`config.mk`:
```
export PLATFORM = sky130hd
export DESIGN_NAME = config_gate_and_tx_power_ctl
export DESIGN_NICKNAME = d
export VERILOG_FILES = /design/src/rtl/cfg_gate_pkg.sv /design/src/rtl/config_gate_and_tx_power_ctl.sv
export VERILOG_INCLUDE_DIRS = /design/src /design/src/rtl
export SDC_FILE = /design/constraint.sdc
export NUM_CORES = 1
export LEC_CHECK = 0
export BUFFER_PORTS_ARGS = -buffer_cell sky130_fd_sc_hd__buf_2
export CAP_MARGIN = 15
export CORE_AREA = 5 5 180 139
export CTS_BUF_LIST = sky130_fd_sc_hd__clkbuf_8
export DETAILED_ROUTE_END_ITERATION = 10
export DIE_AREA = 0 0 185 144
export PLACE_DENSITY = 0.68
export SETUP_SLACK_MARGIN = 0.15
export SLEW_MARGIN = 5
export SYNTH_ARGS = -nofsm -noshare
export SYNTH_HDL_FRONTEND = slang
export SYNTH_SLANG_ARGS = --single-unit
```
`constraint.sdc`:
```
create_clock -name pclk -period 3.75 [get_ports pclk]
set_input_delay 0.1875 -clock pclk [delete_from_list [all_inputs] [get_ports pclk]]
set_output_delay 0.1875 -clock pclk [all_outputs]
set_load 0.01 [all_outputs]
```
`src/rtl/cfg_gate_defines.svh`:
```
`ifndef CFG_GATE_DEFINES_SVH
`define CFG_GATE_DEFINES_SVH

// clock and timing
`define CLK_HZ 40000000
`define TICK_S 1
`define CMD_DELAY_MS 500

// apb byte offsets
`define OFF_CTRL 8'h00
`define OFF_TX_STORED 8'h04
`define OFF_TX_ACTIVE 8'h08
`define OFF_TIMER 8'h0c
`define OFF_GPIO 8'h10
`define OFF_PROFILE 8'h14
`define OFF_STATUS 8'h18
`define OFF_LINK 8'h1c

// ctrl fields
`define CTRL_ROLE_LSB 0
`define CTRL_HCI_BIT 4
`define CTRL_USB_BIT 5
`define CTRL_REBOOT_BIT 8
`define CTRL_EXIT_BIT 9

// reset values and codes
`define RST_TX_CODE 16'h0010
`define RST_TIMER 8'h3c
`define TX_MAX 16'h0010
`define TX_MIN 16'hfff4
`define GPIO_ALL_IN 16'h1000
`define TMR_LAST_SEC 8'hfc
`define TMR_LOCAL 8'hfd
`define TMR_REMOTE 8'hfe
`define TMR_BOTH 8'hff
`define PROF_MAX 3'h6
`define PROF_HID 3'h6
`define PROF_MDM 3'h3
`define DOLLAR 8'h24

`endif

```
`src/rtl/cfg_gate_pkg.sv`:
```
package cfg_gate_pkg;
    typedef enum logic [1:0] {
        ROLE_SLAVE = 2'h0,
        ROLE_MASTER = 2'h1,
        ROLE_TRIG_MASTER = 2'h2,
        ROLE_AUTO_SLAVE = 2'h3
    } role_t;
    typedef enum logic [1:0] {
        ESC_IDLE = 2'h0,
        ESC_ONE = 2'h1,
        ESC_TWO = 2'h3,
        ESC_CMD = 2'h2
    } esc_state_t;
    typedef enum logic [1:0] {
        SVC_NONE = 2'h0,
        SVC_SERIAL = 2'h1,
        SVC_DIALUP = 2'h2
    } svc_t;
endpackage

```
`src/rtl/config_gate_and_tx_power_ctl.sv`:
```
// Our own choices: the address map and the APB interface to the registers.
`timescale 1ns/1ps
`default_nettype none
`include "cfg_gate_defines.svh"

module config_gate_and_tx_power_ctl
    import cfg_gate_pkg::*;
#(
    parameter int unsigned TICK_CYCLES = `TICK_S * `CLK_HZ,
    parameter int unsigned CMD_DELAY_CYCLES = `CMD_DELAY_MS * (`CLK_HZ / 1000)
) (
    input wire logic pclk,
    input wire logic presetn,
    input wire logic psel,
    input wire logic penable,
    input wire logic pwrite,
    input wire logic [7:0] paddr,
    input wire logic [31:0] pwdata,
    output logic [31:0] prdata,
    output logic pready,
    output logic pslverr,
    input wire logic host_rx_valid,
    input wire logic [7:0] host_rx_data,
    output logic host_rx_ready,
    output logic radio_tx_valid,
    output logic [7:0] radio_tx_data,
    input wire logic radio_tx_ready,
    input wire logic remote_rx_valid,
    input wire logic [7:0] remote_rx_data,
    output logic remote_rx_ready,
    output logic host_tx_valid,
    output logic [7:0] host_tx_data,
    input wire logic cts_n,
    output logic rts_n,
    output logic cmd_valid,
    output logic [7:0] cmd_data,
    output logic cmd_remote,
    input wire logic conn_req_serial,
    input wire logic conn_req_dialup,
    input wire logic conn_drop,
    output logic link_up,
    output logic [1:0] link_service,
    output logic [11:0] gpio_oe,
    output logic [15:0] tx_level,
    output logic stack_bypass,
    output logic usb_device_mode,
    output logic modem_ctl_en,
    output logic hid_en,
    output logic cmd_mode
);
    localparam logic [25:0] TICK_LAST = 26'(TICK_CYCLES - 1);
    localparam logic [24:0] CMD_LAST = 25'(CMD_DELAY_CYCLES - 1);

    logic [1:0] role_q;
    logic hci_q, usb_q, reboot_q, exit_q;
    logic [15:0] tx_code_q, tx_level_q;
    logic [7:0] timer_q, secs_q, idle_q;
    logic [11:0] gpio_oe_q;
    logic [2:0] profile_q;
    logic [25:0] tick_cnt_q;
    logic tick;
    logic [24:0] boot_cnt_q;
    logic cmd_ready_q;
    logic cts_s1_q, cts_s2_q;
    esc_state_t esc_q;
    logic link_q, idle_drop;
    svc_t svc_q;
    logic radio_v_q, host_v_q, cmd_v_q, cmd_rem_q;
    logic [7:0] radio_d_q, host_d_q, cmd_d_q;
    logic [31:0] prdata_q;
    logic [7:0] eff_timer;
    logic in_win, local_ok, remote_ok, host_take, remote_take, to_cmd;
    logic wr, rd_setup, mapped;
    logic signed [15:0] code_s;
    logic [15:0] level_pick;

    assign wr = psel & penable & pwrite;
    assign rd_setup = psel & ~penable & ~pwrite;
    assign mapped = (paddr[7:5] == 3'h0) && (paddr[1:0] == 2'h0);

    // master modes and auto slave see a zero remote timer
    always_comb begin
        eff_timer = timer_q;
        if (role_q != ROLE_SLAVE) begin
            eff_timer = 8'h00;
        end
    end

    // window decode
    assign in_win = (eff_timer != 8'h00) && (eff_timer <= `TMR_LAST_SEC) && (secs_q < eff_timer);
    assign local_ok = cmd_ready_q && ((eff_timer == `TMR_BOTH) || (eff_timer == `TMR_LOCAL) || in_win
        || ((eff_timer == 8'h00) && !link_q));
    assign remote_ok = link_q && !hci_q && ((eff_timer == `TMR_BOTH) || (eff_timer == `TMR_REMOTE)
        || in_win);

    // largest supported level not above the stored signed code, or the lowest level if none is
    always_comb begin
        code_s = signed'(tx_code_q);
        level_pick = tx_code_q & 16'hfffc;
        if (code_s >= signed'(`TX_MAX)) begin
            level_pick = `TX_MAX;
        end else if (code_s < signed'(`TX_MIN)) begin
            level_pick = `TX_MIN;
        end
    end

    // apb write side: control, stored code, timer, profile
    always_ff @(posedge pclk or negedge presetn) begin
        if (!presetn) begin
            role_q <= ROLE_SLAVE;
            hci_q <= 1'b0;
            usb_q <= 1'b0;
            tx_code_q <= `RST_TX_CODE;
            timer_q <= `RST_TIMER;
            profile_q <= 3'h0;
        end else if (wr && mapped) begin
            unique case (paddr)
                `OFF_CTRL: begin
                    role_q <= pwdata[`CTRL_ROLE_LSB +: 2];
                    hci_q <= pwdata[`CTRL_HCI_BIT];
                    usb_q <= pwdata[`CTRL_USB_BIT];
                end
                `OFF_TX_STORED: tx_code_q <= pwdata[15:0];
                `OFF_TIMER: timer_q <= pwdata[7:0];
                `OFF_PROFILE: begin
                    if (pwdata[2:0] <= `PROF_MAX) begin
                        profile_q <= pwdata[2:0];
                    end
                end
                default: ;
            endcase
        end
    end

    // one-cycle strobes from ctrl writes
    always_ff @(posedge pclk or negedge presetn) begin
        if (!presetn) begin
            reboot_q <= 1'b1;
            exit_q <= 1'b0;
        end else begin
            reboot_q <= wr && (paddr == `OFF_CTRL) && pwdata[`CTRL_REBOOT_BIT];
            exit_q <= wr && (paddr == `OFF_CTRL) && pwdata[`CTRL_EXIT_BIT];
        end
    end

    // active level loads only on reset release or reboot
    always_ff @(posedge pclk or negedge presetn) begin
        if (!presetn) begin
            tx_level_q <= `RST_TX_CODE;
        end else if (reboot_q) begin
            tx_level_q <= level_pick;
        end
    end

    // gpio direction, all inputs on the 1000 code
    always_ff @(posedge pclk or negedge presetn) begin
        if (!presetn) begin
            gpio_oe_q <= 12'h000;
        end else if (wr && (paddr == `OFF_GPIO)) begin
            if (pwdata[15:0] == `GPIO_ALL_IN) begin
                gpio_oe_q <= 12'h000;
            end else begin
                gpio_oe_q <= pwdata[11:0];
            end
        end
    end

    // one-second tick and seconds since reset
    always_ff @(posedge pclk or negedge presetn) begin
        if (!presetn) begin
            tick_cnt_q <= 26'h0;
            secs_q <= 8'h00;
        end else begin
            tick_cnt_q <= tick ? 26'h0 : tick_cnt_q + 26'h1;
            if (tick && secs_q != 8'hff) begin
                secs_q <= secs_q + 8'h01;
            end
        end
    end
    assign tick = (tick_cnt_q == TICK_LAST);

    // command-mode entry delay after boot
    always_ff @(posedge pclk or negedge presetn) begin
        if (!presetn) begin
            boot_cnt_q <= 25'h0;
            cmd_ready_q <= 1'b0;
        end else if (!cmd_ready_q) begin
            boot_cnt_q <= boot_cnt_q + 25'h1;
            cmd_ready_q <= (boot_cnt_q == CMD_LAST);
        end
    end

    // cts pin synchroniser
    always_ff @(posedge pclk or negedge presetn) begin
        if (!presetn) begin
            cts_s1_q <= 1'b1;
            cts_s2_q <= 1'b1;
        end else begin
            cts_s1_q <= cts_n;
            cts_s2_q <= cts_s1_q;
        end
    end

    // byte acceptance and routing
    assign host_rx_ready = !radio_v_q;
    assign remote_rx_ready = !host_v_q;
    assign host_take = host_rx_valid && host_rx_ready;
    assign remote_take = remote_rx_valid && remote_rx_ready && link_q;
    assign to_cmd = !hci_q && (esc_q == ESC_CMD);

    // escape detector on host bytes
    always_ff @(posedge pclk or negedge presetn) begin
        if (!presetn) begin
            esc_q <= ESC_IDLE;
        end else if (hci_q || exit_q || !local_ok) begin
            esc_q <= ESC_IDLE;
        end else if (host_take && esc_q != ESC_CMD) begin
            unique case (esc_q)
                ESC_IDLE: esc_q <= (host_rx_data == `DOLLAR) ? ESC_ONE : ESC_IDLE;
                ESC_ONE: esc_q <= (host_rx_data == `DOLLAR) ? ESC_TWO : ESC_IDLE;
                ESC_TWO: esc_q <= (host_rx_data == `DOLLAR) ? ESC_CMD : ESC_IDLE;
                ESC_CMD: esc_q <= ESC_CMD;
            endcase
        end
    end

    // host to radio path, held until the radio takes it
    always_ff @(posedge pclk or negedge presetn) begin
        if (!presetn) begin
            radio_v_q <= 1'b0;
            radio_d_q <= 8'h00;
        end else if (host_take && !to_cmd) begin
            radio_v_q <= 1'b1;
            radio_d_q <= host_rx_data;
        end else if (radio_tx_ready) begin
            radio_v_q <= 1'b0;
        end
    end

    // remote to host path, held while the host raises cts
    always_ff @(posedge pclk or negedge presetn) begin
        if (!presetn) begin
            host_v_q <= 1'b0;
            host_d_q <= 8'h00;
        end else if (remote_take && !remote_ok) begin
            host_v_q <= 1'b1;
            host_d_q <= remote_rx_data;
        end else if (!cts_s2_q) begin
            host_v_q <= 1'b0;
        end
    end

    // interpreter feed
    always_ff @(posedge pclk or negedge presetn) begin
        if (!presetn) begin
            cmd_v_q <= 1'b0;
            cmd_d_q <= 8'h00;
            cmd_rem_q <= 1'b0;
        end else begin
            cmd_v_q <= (host_take && to_cmd) || (remote_take && remote_ok);
            if (host_take && to_cmd) begin
                cmd_d_q <= host_rx_data;
                cmd_rem_q <= 1'b0;
            end else if (remote_take && remote_ok) begin
                cmd_d_q <= remote_rx_data;
                cmd_rem_q <= 1'b1;
            end
        end
    end

    // idle drop in trigger master mode
    assign idle_drop = link_q && (role_q == ROLE_TRIG_MASTER) && (timer_q != 8'h00)
        && (timer_q <= `TMR_LAST_SEC) && (idle_q >= timer_q);
    always_ff @(posedge pclk or negedge presetn) begin
        if (!presetn) begin
            idle_q <= 8'h00;
        end else if (!link_q || host_take || remote_take) begin
            idle_q <= 8'h00;
        end else if (tick && idle_q != 8'hff) begin
            idle_q <= idle_q + 8'h01;
        end
    end

    // single service connection
    always_ff @(posedge pclk or negedge presetn) begin
        if (!presetn) begin
            link_q <= 1'b0;
            svc_q <= SVC_NONE;
        end else if (conn_drop || idle_drop) begin
            link_q <= 1'b0;
            svc_q <= SVC_NONE;
        end else if (!link_q && (conn_req_serial || conn_req_dialup)) begin
            link_q <= 1'b1;
            svc_q <= conn_req_serial ? SVC_SERIAL : SVC_DIALUP;
        end
    end

    // apb read data captured in setup
    always_ff @(posedge pclk or negedge presetn) begin
        if (!presetn) begin
            prdata_q <= 32'h0;
        end else if (rd_setup) begin
            prdata_q <= 32'h0;
            unique case (paddr)
                `OFF_CTRL: prdata_q <= {26'h0, usb_q, hci_q, 2'h0, role_q};
                `OFF_TX_STORED: prdata_q <= {16'h0, tx_code_q};
                `OFF_TX_ACTIVE: prdata_q <= {16'h0, tx_level_q};
                `OFF_TIMER: prdata_q <= {24'h0, timer_q};
                `OFF_GPIO: prdata_q <= {20'h0, gpio_oe_q};
                `OFF_PROFILE: prdata_q <= {29'h0, profile_q};
                `OFF_STATUS: prdata_q <= {16'h0, secs_q, 2'h0, idle_drop, to_cmd, cmd_ready_q,
                    remote_ok, local_ok, in_win};
                `OFF_LINK: prdata_q <= {29'h0, svc_q, link_q};
                default: prdata_q <= 32'h0;
            endcase
        end
    end

    // outputs
    assign prdata = prdata_q;
    assign pready = 1'b1;
    assign pslverr = psel && penable && !mapped;
    assign radio_tx_valid = radio_v_q;
    assign radio_tx_data = radio_d_q;
    assign host_tx_valid = host_v_q;
    assign host_tx_data = host_d_q;
    assign rts_n = radio_v_q;
    assign cmd_valid = cmd_v_q;
    assign cmd_data = cmd_d_q;
    assign cmd_remote = cmd_rem_q;
    assign link_up = link_q;
    assign link_service = svc_q;
    assign gpio_oe = gpio_oe_q;
    assign tx_level = tx_level_q;
    assign stack_bypass = hci_q;
    assign usb_device_mode = hci_q && usb_q;
    assign modem_ctl_en = (profile_q != 3'h0) && (profile_q <= `PROF_MDM);
    assign hid_en = (profile_q == `PROF_HID);
    assign cmd_mode = to_cmd;
endmodule

`default_nettype wire

```
# --- Word level (Yosys, flattened, before mapping) ---
# Index checks and enable logic that the tools add are counted.
totals:
  register_bits: 196
  out_inout_bits: 101
  latchBits: 0
  mem_bits_ro: 0
  wordCells: 167
  ram_bits: 0
  in_bits: 68
  memories: 0
op_classes:
  mux: 28
  addsub: 4
  multipliers: 0
  order_cmp: 8
  n_bitwise: 6
  n_shift: 0
  n_reduce_logical: 70
  n_div: 0
  eq_ne: 23
ops:
  columns: ["operator", "count"]
  rows:
  - ["$pmux W16 S8", 1]
  - ["$mux W8", 5]
  - ["$eq A8 B5 Y1 const B", 4]
  - ["$logic_and A1 B1 Y1", 32]
  - ["$mux W16", 2]
  - ["$add A26 B1 Y26 const B", 1]
  - ["$eq A26 B26 Y1 const B", 1]
  - ["$mux W26", 1]
  - ["$add A25 B1 Y25 const B", 1]
  - ["$eq A25 B25 Y1 const B", 1]
  - ["$eq A8 B8 Y1 const B", 3]
  - ["$add A8 B1 Y8 const B", 2]
  - ["$eq A16 B13 Y1 const B", 1]
  - ["$eq A8 B4 Y1 const B", 2]
  - ["$ge A16 B6 Y1 const B", 1]
  - ["$le A8 B8 Y1 const B", 2]
  - ["$logic_not A8 Y1", 2]
  - ["$lt A16 B5 Y1 const B", 1]
  - ["$ne A8 B8 Y1 const B", 2]
  - ["$reduce_bool A8 Y1", 2]
  - ["$mux W2", 7]
  - ["$logic_or A1 B1 Y1", 12]
  - ["$mux W12", 1]
  - ["$reduce_bool A2 Y1", 6]
  - ["other kinds (21)", 46]

# --- Longest topological paths before layout ---
# Gate-level depths: netlist of run 1.
logic_depth:
  depth_word: 11
  mapped_depth: 10
  mapped_depth_nobuf: 9

# --- Worst setup path before layout of run 1 ---
# No wires, ideal clock.
synth_path:
  path_type: "register to register"
  startpoint: "register role_q[0]"
  endpoint: "register host_d_q[0], in the netlist host_tx_data[0]"
  path_slack_ns: 1.149
  setup_time_ns: 0.125
  period_less_slack_ns: 2.601
  path_buffers: 0
  arrival_ns: 2.477
  t_required_ns: 3.625
  stages_incl_launch_ff: 8
  path_cell_list: "dfrtp_1 -> or3b_2 -> ha_1 -> a2111o_1 -> nor4bb_1 -> nor2_1 -> a21oi_2 -> mux2_2"
synth_between:
  elab_chain_len: 9
  word_cells_on_any_way: 14
  classes_between: "2 x order compare; 2 x eq/ne; 1 x mux; 9 x reduce/logical"
synth_rtl:
  columns: ["item", "line", "source"]
  rows:
  - ["from (decl)", "config_gate_and_tx_power_ctl.sv:54", "logic [1:0] role_q;"]
  - ["from (signal assigned)", "config_gate_and_tx_power_ctl.sv:119", "role_q <= pwdata[`CTRL_ROLE_LSB +: 2];"]
  - ["$reduce_bool A2 Y1 *", "config_gate_and_tx_power_ctl.sv:84", "if (role_q != ROLE_SLAVE) begin"]
  - ["$mux W8 *", "config_gate_and_tx_power_ctl.sv:84", null]
  - ["$le A8 B8 Y1 (no source line) or $reduce_bool A8 Y1 (tied branches)", null, null]
  - ["$logic_and A1 B1 Y1 (2 in a row)", "config_gate_and_tx_power_ctl.sv:90", "assign in_win = (eff_timer != 8'h00) && (eff_timer <= `TMR_LAST_SEC) && (secs_q < eff_timer);"]
  - ["$logic_or A1 B1 Y1 *", "config_gate_and_tx_power_ctl.sv:93", "assign remote_ok = link_q && !hci_q && ((eff_timer == `TMR_BOTH) || (eff_timer == `TMR_REMOTE)"]
  - ["$logic_and A1 B1 Y1 *", "config_gate_and_tx_power_ctl.sv:93", null]
  - ["$logic_not A1 Y1 *", "config_gate_and_tx_power_ctl.sv:245", "end else if (remote_take && !remote_ok) begin"]
  - ["$logic_and A1 B1 Y1 *", "config_gate_and_tx_power_ctl.sv:245", null]
  - ["to (signal assigned)", "config_gate_and_tx_power_ctl.sv:247", "host_d_q <= remote_rx_data;"]
  - ["to (decl)", "config_gate_and_tx_power_ctl.sv:69", "logic [7:0] radio_d_q, host_d_q, cmd_d_q;"]
# Mark *: on every way between the ends. The rest lies on a longest branch, timed or not.
# A chain may end at the register's enable or synchronous reset.

# --- Worst setup path after layout of run 1 ---
# Ends and elaborated chain as after synthesis.

==> flow_metrics.env, run 1 <==
export IMPL_regToRegSetupSlack_ps=480
export IMPL_worstPathRequired_ps=4100
export IMPL_cts_buffers=17
export IMPL_clk_latency_ps=460
export IMPL_hold_viol=0
export IMPL_dpl_cell_area_mm2=0.009579
export IMPL_syn_area_mm2=0.008592
export IMPL_fp_row_count=49
export IMPL_static_leakage_power_nw=4.932
export IMPL_worstMarginPinSlew_ps=970.3
export IMPL_dpl_cell_count=1218
export IMPL_drv_cap=0
export IMPL_dp_final_hpwl_mm=15.71
export IMPL_layout_nets=1053
export IMPL_core_area_mm2=0.02330
export IMPL_crit_type="reg2reg"
export IMPL_grt_max_degree=98
export IMPL_total_power_mw=3.846
export IMPL_instances_no_fill=1284
export IMPL_grt_pass1_wl_mm=34.25
export IMPL_postSynthAreaPerCell_um2=10.85
export IMPL_worst_clock_skew_ps=21.60
export IMPL_synth_flop_cell="dfrtp_1"
export IMPL_status="finished clean"
export IMPL_multi_input_comb_area_mm2=0.003859
export IMPL_switching_share_pct=27.73
export IMPL_cts_sinks=178
export IMPL_ys_warn_count=0
export IMPL_cts_tree="done"
export IMPL_synthCells=792
export IMPL_drive_gt1_share_pct=25.05
export IMPL_cp_arrival_ps=3620
export IMPL_endpoint_kind="register"
export IMPL_synth_distinct_cells=68
export IMPL_start_util_pct=36.88
export IMPL_worstHoldPathType="in2reg"
export IMPL_ctsHoldBuffers=34
export IMPL_crit_family="simple AND/OR/NAND/NOR gates"
export IMPL_hold_depth=3
export IMPL_antenna_found_initial=0
export IMPL_internal_power_mw=2.779
export IMPL_fin_tns_setup_ps=0
export IMPL_p_per_area_mw_per_mm2=373.0
export IMPL_startpoint_type="register"
export IMPL_num_io_pins=169
export IMPL_post_place_ws_ps=471.9
export IMPL_max_stage_delay_ps=610
export IMPL_first_pass_iters=8
export IMPL_crit_buf_inv=1
export IMPL_synth_seq_cells=178
export IMPL_finalCriticalPeriod_ps=3271
export IMPL_drtIter0Drc=546
export IMPL_finalCritPeriodShare_pct=87.23
export IMPL_switching_power_mw=1.067
export IMPL_ys_seq_area_share_pct=51.97
export IMPL_drc=0
export IMPL_n_fill_cell=2211
export IMPL_critPathMostFrequentCell="nor2_1"
export IMPL_io_buffers=133
export IMPL_drv_slew=0
export IMPL_gp_congestion=0.8389
export IMPL_dieWidth_um=185
export IMPL_seq_power_share_pct=53.8
export IMPL_ir_drop_mv=0.1963
export IMPL_post_drt_via_cell_ratio=5.255
export IMPL_grt_usage_pct=16.04
export IMPL_stdcell_area_mm2=0.01031
export IMPL_slew_headroom_pct=35.01
export IMPL_root_buffer="clkbuf_8"
export IMPL_seqCellArea_mm2=0.004466
export IMPL_clock_power_share_pct=34.6
export IMPL_rsz0062_at_grt="no"
export IMPL_r2r_cells=9
export IMPL_syn_to_final_growth_pct=19.99
export IMPL_cts_buffer_depth=2
export IMPL_crit_chain="nor2_1 -> nand2_1 -> ha_1 -> nand4_1 -> nor4bb_1 -> nor2_1 -> a21oi_2 -> buf_4 -> mux2_2"
export IMPL_wire_per_inst_um=16.99
export IMPL_post_cts_setup_buffer_count=0
export IMPL_drt_total_wl_mm=21.82
export IMPL_path_clk_slew_ps=100
export IMPL_grt_overflow=0
export IMPL_diodes=0
export IMPL_via_count=6747
export IMPL_cp_depth=9
export IMPL_setup_viol=0
export IMPL_setup_ws_ps=479.0
export IMPL_die_h_um=144
export IMPL_die_area_mm2=0.02664
export IMPL_htree_levels=4
export IMPL_grt_pass1_vias=6399
export IMPL_power_frac_comb_pct=11.5
export IMPL_path_max_fanout=8
export IMPL_fmax_ghz=0.3057
export IMPL_drtAntennaViolNets=0
export IMPL_ctsResizeCount=0
export IMPL_crit_path_top_delay_cell="nor4bb_1"
export IMPL_synth_edf_count=0
export IMPL_synthArstFlopShare_pct=100.0
[logic make-up (layout without fill, tap and decap cells)]
group,Yosys count,count (layout),share of synthesized area (%)
fa+ha+maj,20,20,2.912
buf+inv,65,234,4.165
simple gates,292,292,17.61
compound gates,120,120,9.990
mux,54,54,7.048
other cells,2,19,0.08741
flops,178,178,51.97
xor+xnor,61,61,6.218
[cells in the mapped netlist, drive strengths merged (3+ instances only)]
library cell  instances  area share (%)
a31oi                15             1.1
nor4b                 7            0.86
nor4                 17             1.3
a22o                  9            0.92
clkbuf               21            0.92
inv                  20            0.87
o2bb2ai              12             1.2
nor2                 81             3.5
mux2i                11             1.3
mux2                 42             5.5
a21o                  4            0.35
nand3b                3            0.26
nand3                32             1.9
and4                  4            0.41
and2                  5            0.36
o21a                  3            0.26
nand2b                5            0.36
xnor2                36             3.7
buf                  23             2.0
o21ai                18             1.0
nor3                  9            0.52
nor3b                 6            0.71
ha                   20             2.9
and3                  8            0.58
dfstp                 9             2.8
a21oi                25             1.5
or3                   7            0.52
nor2b                 5            0.36
nand2                67             2.9
o22a                  3            0.31
a222oi               13             1.5
dfrtp               169              49
xor2                 25             2.5
nand4                24             1.7
[worst register-to-register path, delay by kind of cell (launching register included)]
kind,cells,cell delay [ps]
simple gates,5,1420
flops,1,450
compound gates,1,410
mux,1,340
fa+ha+maj,1,310
buf+inv,1,240
[sequential cells by signal, summed over array words and instances, names as in the netlist, 2 cells and up]
register	cells
radio_tx_data	8
role_q	2
tick_cnt_q	26
cmd_data	8
tx_level	14
code_s	16
host_tx_data	8
link_service	2
secs_q	8
prdata	16
profile_q	3
esc_q	2
idle_q	8
boot_cnt_q	25
gpio_oe	12
timer_q	8
[final cells by class]
class,count,share of cell area [%]
flip-flops and latches,178,43.31
multi-input cells,566,37.43
repair buffers,182,11.03
well taps,306,3.714
clock buffers,18,2.403
clock inverters,14,1.383
inverters,20,0.7282
[power by group through the flow]
stage,Clock (mW),Sequential (mW),Combinational (mW)
final,1.33,2.07,0.443
after detailed placement,0,2.11,0.421
after CTS,1.37,2.07,0.449
after global placement,0,2.10,0.411
after global routing,1.46,2.08,0.487
after floorplan,0,2.14,0.170
[cells in the final DEF, fill, tap and decap left out, types with 8 or more instances in the layout]
master         Yosys  routed
nand3_1           32      32
buf_4             20      14
ha_1              20      20
a31oi_1           15      15
nand4_1           24      24
buf_2              2     132
nor3_1             9       9
dfstp_2            9       9
xnor2_1           36      36
mux2i_1           11      11
inv_1             20      21
a22o_1             9       9
a21oi_1           24      24
nor4_1            16      15
o21ai_0           18      18
nor2_1            81      81
dfrtp_1          169     169
clkbuf_8           0      18
conb_1             2      19
a222oi_1          13      13
nand2_1           67      67
o2bb2ai_1         12      12
xor2_1            25      25
mux2_2            42      42
dlygate4sd3_1      0      34
and3_1             8       8
[stage by stage]
stage | utilization (%) | hold WS (ps)
after floorplan | - | -108.1
after global placement | 41.12 | 294.9
after detailed placement | 41.12 | 296.1
after CTS | 44.25 | 4.413
after global routing | 44.25 | 15.62
final | 44.25 | 34.36
[worst paths after layout]
path / from / end
setup / recovery: role_q[0] / host_tx_data[0]
hold / removal: conn_req_serial / link_service[0]
setup reg to reg: role_q[0] / host_tx_data[0]
hold reg to reg: cts_s1_q / cts_s2_q
max in group asynchronous: presetn / reboot_q
min in group asynchronous: presetn / prdata[10]
[metal layers]
| metal | GRT usage (%) | share of wire, % | vias up |
|---|---|---|---|
| met5 | 0 | 0 | - |
| met4 | 3.900 | 1.4 | 0 |
| met1 | 22.88 | 45 | 3300 |
| li1 | - | - | 3180 |
| met2 | 25.02 | 47 | 247 |
| met3 | 3.696 | 7.2 | 20 |
No activity file was read; power rests on OpenSTA's default activity.
==> inputs of run 2 (changes only) <==
--- a/config.mk
+++ b/config.mk
@@ -8,11 +8,13 @@
 export LEC_CHECK = 0
 export BUFFER_PORTS_ARGS = -buffer_cell sky130_fd_sc_hd__buf_2
 export CAP_MARGIN = 15
+export CELL_PAD_IN_SITES_DETAIL_PLACEMENT = 1
+export CELL_PAD_IN_SITES_GLOBAL_PLACEMENT = 1
 export CORE_AREA = 5 5 180 139
 export CTS_BUF_LIST = sky130_fd_sc_hd__clkbuf_8
 export DETAILED_ROUTE_END_ITERATION = 10
 export DIE_AREA = 0 0 185 144
-export PLACE_DENSITY = 0.68
+export PLACE_DENSITY = 0.81
 export SETUP_SLACK_MARGIN = 0.15
 export SLEW_MARGIN = 5
 export SYNTH_ARGS = -nofsm -noshare
==> run 2 against run 1 <==
Against the previous run: critical path depth unchanged; wire length up 15%; utilization up 0.20 points; final cell count about the same; fmax about the same; non-clock buffer count up 1; critical path type unchanged; critical endpoint is now host_tx_data[6].
==> flow_metrics.env, run 2 (synthesis results as in run 1) <==
export IMPL_max_stage_delay_ps=610
export IMPL_drtAntennaViolNets=0
export IMPL_rsz0062_at_grt="no"
export IMPL_first_pass_iters=5
export IMPL_worstHoldPathType="in2reg"
export IMPL_htree_levels=4
export IMPL_via_count=6993
export IMPL_drc=0
export IMPL_static_leakage_power_nw=4.951
export IMPL_instances_no_fill=1285
export IMPL_crit_path_top_delay_cell="nor4bb_1"
export IMPL_num_io_pins=169
export IMPL_top_regs="tick_cnt_q: 26 flops, boot_cnt_q: 25 flops"
export IMPL_dpl_cell_count=1220
export IMPL_ir_drop_mv=0.2132
export IMPL_post_drt_via_cell_ratio=5.442
export IMPL_fin_tns_setup_ps=0
export IMPL_setup_viol=0
export IMPL_startpoint_type="register"
export IMPL_cts_buffer_depth=2
export IMPL_hold_path_startpoint="conn_req_dialup"
export IMPL_diodes=0
export IMPL_largest_register_ffs=26
export IMPL_core_area_mm2=0.02330
export IMPL_critPathMostFrequentCell="nor2_1"
export IMPL_die_area_mm2=0.02664
export IMPL_cts_sinks=178
export IMPL_regMostFlops="tick_cnt_q"
export IMPL_layout_nets=1054
export IMPL_final_common_cell="dfrtp_1"
export IMPL_antenna_found_initial=0
export IMPL_grt_pass1_wl_mm=39.89
export IMPL_root_buffer="clkbuf_8"
export IMPL_finalCritPeriodShare_pct=87.16
export IMPL_reg2reg_from="role_q[1]"
export IMPL_dieWidth_um=185
export IMPL_multi_input_comb_area_mm2=0.003850
export IMPL_drt_total_wl_mm=24.99
export IMPL_fp_row_count=49
export IMPL_n_fill_cell=2609
export IMPL_cp_arrival_ps=3630
export IMPL_wire_per_inst_um=19.45
export IMPL_fmax_ghz=0.3059
export IMPL_status="finished clean"
export IMPL_ctsResizeCount=0
export IMPL_grt_usage_pct=18.90
export IMPL_slew_headroom_pct=35.94
export IMPL_cp_startpoint="role_q[1]"
export IMPL_worstMarginPinSlew_ps=959.9
export IMPL_start_util_pct=36.88
export IMPL_cts_tree="done"
export IMPL_crit_chain="nor2_1 -> nand2_1 -> ha_1 -> nand4_1 -> nor4bb_1 -> nor2_1 -> a21oi_2 -> buf_4 -> mux2_2"
export IMPL_worst_clock_skew_ps=19.97
export IMPL_post_cts_setup_buffer_count=0
export IMPL_syn_to_final_growth_pct=20.55
export IMPL_die_h_um=144
export IMPL_seqCellArea_mm2=0.004466
export IMPL_path_max_fanout=8
export IMPL_drtIter0Drc=542
export IMPL_io_buffers=133
export IMPL_drv_cap=0
export IMPL_worstPathRequired_ps=4110
export IMPL_clk_latency_ps=490
export IMPL_grt_pass1_vias=7302
export IMPL_grt_overflow=0
export IMPL_p_per_area_mw_per_mm2=381.6
export IMPL_path_clk_slew_ps=100
export IMPL_layout_common_cells="dfrtp_1 (169), buf_2 (132), nor2_1 (81)"
export IMPL_cts_buffers=17
export IMPL_post_route_util_pct=44.46
export IMPL_drive_gt1_share_pct=25.33
export IMPL_endpoint_kind="register"
export IMPL_dp_final_hpwl_mm=18.08
export IMPL_gp_congestion=0.8718
export IMPL_crit_type="reg2reg"
export IMPL_hold_viol=0
export IMPL_finalCriticalPeriod_ps=3269
export IMPL_grt_max_degree=72
export IMPL_drv_slew=0
[run 2: critical path, delay by kind of cell (launching register included)]
family                   cells  cell delay [ps]
AO/OA/AOI/OAI                1              390
adder cells (fa/ha/maj)      1              320
buffers and inverters        1              230
flip-flops                   1              450
multiplexers                 1              340
AND/OR/NAND/NOR              5             1440
[run 2: path summary, 6_finish.rpt]
path                              endpoint  slack (ps)  cells past startpoint
max                        host_tx_data[6]         480                      9
min                                link_up          20                      3
max reg2reg                host_tx_data[6]         480                      9
min reg2reg                       cts_s2_q         360                      0
max in group asynchronous   boot_cnt_q[11]        2430                      3
min in group asynchronous      cmd_data[3]         240                      2
[run 2: area by class of cell]
cell class | count | area share (%)
Sequential cell | 178 | 43.11
Multi-Input combinational cell | 566 | 37.17
Timing Repair Buffer | 183 | 11.03
Tap cell | 306 | 3.697
Clock buffer | 17 | 2.259
Clock inverter | 15 | 2.005
Inverter | 20 | 0.7248
[run 2: per-layer routing]
layer / GRT usage (%) / wire (µm)
met5: 0 / 0
met3: 3.847 / 1502
met1: 24.94 / 10860
met2: 31.45 / 12080
met4: 6.255 / 548
[run 2: power breakdown]
group	internal, mW	switching [mW]	total [mW]
clock	0.581	0.844	1.43
combinational	0.196	0.258	0.454
sequential	2.01	0.0601	2.07
total	2.79	1.16	3.95
[run 2: through the flow]
stage / instance area (µm²) / total power, mW / setup slack [ps] / hold WS, ps
after floorplan: 8656 / 2.315 / 1149 / -108.1
after global placement: 9585 / 2.518 / 597.9 / 194.0
after detailed placement: 9585 / 2.539 / 525.1 / 202.4
after CTS: 10350 / 3.996 / 466.3 / 5.200
after global routing: 10360 / 4.134 / 293.6 / -4.714
final: 10360 / 3.953 / 481.4 / 22.57
[run 2: what timing repair did]
item	4_1_cts	5_1_grt
hold endpoints to repair	105	1
endpoints found under the setup margin	0	0
hold buffers	32	1
==> inputs of run 3 (changes only) <==
--- a/config.mk
+++ b/config.mk
@@ -6,15 +6,16 @@
 export SDC_FILE = /design/constraint.sdc
 export NUM_CORES = 1
 export LEC_CHECK = 0
+export ABC_AREA = 1
 export BUFFER_PORTS_ARGS = -buffer_cell sky130_fd_sc_hd__buf_2
 export CAP_MARGIN = 15
 export CELL_PAD_IN_SITES_DETAIL_PLACEMENT = 1
 export CELL_PAD_IN_SITES_GLOBAL_PLACEMENT = 1
-export CORE_AREA = 5 5 180 139
+export CORE_AREA = 5 5 188 144
 export CTS_BUF_LIST = sky130_fd_sc_hd__clkbuf_8
 export DETAILED_ROUTE_END_ITERATION = 10
-export DIE_AREA = 0 0 185 144
-export PLACE_DENSITY = 0.81
+export DIE_AREA = 0 0 193 149
+export PLACE_DENSITY = 0.84
 export SETUP_SLACK_MARGIN = 0.15
 export SLEW_MARGIN = 5
 export SYNTH_ARGS = -nofsm -noshare
==> run 3 against run 2 <==
Against the previous run: sequential power fell by 3%; die area rose by 7.9%; combinational power fell by 29%; sequential share of layout area fell by 2.6 points; count of clock-buffer cells in the layout did not move; first-iteration DRC count rose by 13%; final cell count rose by 29%; register-to-register slack improved by 700 ps; design area rose by 6.5%; utilization barely moved; fmax rose by 27%; largest power group unchanged; highest routed layer unchanged.
==> flow_metrics.env, run 3 <==
export IMPL_syn_area_mm2=0.009348
export IMPL_via_count=8663
export IMPL_num_io_pins=169
export IMPL_grt_pass1_vias=9267
export IMPL_startpoint_type="register"
export IMPL_htree_levels=4
export IMPL_post_cts_setup_buffer_count=0
export IMPL_postSynthAreaPerCell_um2=8.143
export IMPL_grt_overflow=0
export IMPL_diodes=0
export IMPL_drv_slew=0
export IMPL_ys_warn_count=0
export IMPL_drt_total_wl_mm=30.07
export IMPL_endpoint_kind="register"
export IMPL_synthCells=1148
export IMPL_dp_final_hpwl_mm=21.59
export IMPL_synth_area_leaders="dfrtp_1 (45%), nand2_1 (11%), inv_1 (6.0%)"
export IMPL_cts_tree="done"
export IMPL_io_buffers=133
export IMPL_synthArstFlopShare_pct=100.0
export IMPL_rsz0062_at_grt="no"
export IMPL_clk_latency_ps=490
export IMPL_slew_headroom_pct=33.59
export IMPL_fp_row_count=50
export IMPL_drtIter0Drc=613
export IMPL_ys_seq_area_share_pct=47.77
export IMPL_p_per_area_mw_per_mm2=341.3
export IMPL_root_buffer="clkbuf_8"
export IMPL_die_area_mm2=0.02876
export IMPL_path_max_fanout=12
export IMPL_worst_hold_slack_ps=23.08
export IMPL_antenna_found_initial=0
export IMPL_hold_viol=0
export IMPL_die_h_um=149
export IMPL_synth_seq_cells=178
export IMPL_worstPathRequired_ps=4190
export IMPL_synth_flop_cell="dfrtp_1"
export IMPL_syn_to_final_growth_pct=18.03
export IMPL_core_area_mm2=0.02484
export IMPL_worstMarginPinSlew_ps=993.7
export IMPL_synth_distinct_cells=43
export IMPL_top_regs="tick_cnt_q: 26 flops, boot_cnt_q: 25 flops"
export IMPL_gp_congestion=0.9363
export IMPL_synth_area_leader_cell="dfrtp_1"
export IMPL_wire_per_inst_um=18.08
export IMPL_cts_buffers=17
export IMPL_drv_cap=0
export IMPL_post_drt_via_cell_ratio=5.209
export IMPL_fmax_ghz=0.3886
export IMPL_start_util_pct=37.64
export IMPL_yosys_top_cells_count="nand2_1 (284), dfrtp_1 (169), inv_1 (150), o21ai_0 (102), nor2_1 (82)"
export IMPL_finalCriticalPeriod_ps=2573
export IMPL_first_pass_iters=5
export IMPL_grt_usage_pct=21.59
export IMPL_fin_tns_setup_ps=0
export IMPL_dieWidth_um=193
export IMPL_drc=0
export IMPL_grt_max_degree=83
export IMPL_cts_buffer_depth=2
export IMPL_finalCritPeriodShare_pct=68.62
export IMPL_crit_type="reg2reg"
export IMPL_synthDominantCellAreaShare_pct=45.24
export IMPL_ir_drop_mv=0.2495
export IMPL_worstHoldPathType="in2reg"
export IMPL_cp_arrival_ps=3010
export IMPL_drtAntennaViolNets=0
export IMPL_cts_sinks=178
export IMPL_ctsResizeCount=0
export IMPL_grt_pass1_wl_mm=49.56
export IMPL_synth_most_common_cell="nand2_1"
export IMPL_largest_register_ffs=26
export IMPL_setup_viol=0
export IMPL_layout_common_cells="nand2_1 (284), dfrtp_1 (169), inv_1 (150)"
export IMPL_synth_edf_count=0
export IMPL_final_common_cell="nand2_1"
export IMPL_path_clk_slew_ps=130
export IMPL_static_leakage_power_nw=5.728
export IMPL_layout_nets=1400
export IMPL_drive_gt1_share_pct=16.23
export IMPL_regMostFlops="tick_cnt_q"
export IMPL_worst_clock_skew_ps=30.63
export IMPL_status="finished clean"
run 3: cells by family after synthesis:
family / Yosys count / synth area share (%)
buffers and inverters: 197 / 9.008
adder cells (fa/ha/maj): 20 / 2.677
AO/OA/AOI/OAI: 150 / 8.740
XOR/XNOR: 52 / 4.872
AND/OR/NAND/NOR: 549 / 26.85
other: 2 / 0.08034
flip-flops: 178 / 47.77
run 3: metal layers:
layer / track usage, % / vias up / share of wire (%)
li1: - / 4029 / -
met3: 4.867 / 44 / 6.9
met2: 34.91 / 279 / 47
met5: 0 / - / 0
met1: 29.53 / 4311 / 45
met4: 5.414 / 0 / 1.7
run 3: where the power goes:
group / leakage (nW) / total, mW / internal, mW / switching, mW
clock network: 0.219 / 1.43 / 0.581 / 0.851
logic: 3.16 / 0.323 / 0.112 / 0.211
registers: 2.35 / 2.01 / 1.97 / 0.0400
total: 5.73 / 3.77 / 2.66 / 1.10
run 3: worst max-delay path: stages (launching register included):
cell	delay, ps
dfrtp_1	450
nor2_2	420
nand2_1	110
ha_1	310
a21oi_1	150
o21ai_0	100
nor2_1	110
nand2_1	110
nand2_2	140
nand3_2	260
nand2_4	210
nand2_1	90
nand2_1	70
run 3: final timing paths:
path	startpoint	endpoint	slack (ps)	cells past startpoint
min reg2reg	cts_s1_q	cts_s2_q	370	0
max	role_q[0]	cmd_data[2]	1180	12
max in group asynchronous	presetn	timer_q[4]	2430	3
min in group asynchronous	presetn	prdata[13]	350	2
max reg2reg	role_q[0]	cmd_data[2]	1180	12
min	pwdata[1]	profile_q[1]	20	3
run 3: layout make-up:
cell class / instances / area [µm²]
Tap cell: 338 / 422.9
Inverter: 157 / 589.3
Clock inverter: 15 / 210.2
Sequential cell: 178 / 4466
Multi-Input combinational cell: 790 / 4104
Fill cell: 3077 / 13800
Timing Repair Buffer: 168 / 1007
Clock buffer: 17 / 234.0
run 3: repair_timing:
item / in CTS / in global routing
hold buffers: 29 / 0
endpoints found under the hold margin: 113 / 0
setup endpoints to repair: 0 / 0
run 3: metrics by stage:
stage	power (mW)	worst slack [ps]	area [µm²]	util [%]	std cells
finish	3.765	1177	11030	44.42	1663
floorplan	2.175	1767	9412	-	1165
CTS	3.781	1225	11030	44.42	1663
global placement	2.322	1317	10300	41.47	1602
global route	3.926	915.8	11030	44.42	1663
detailed placement	2.333	1230	10300	41.47	1602
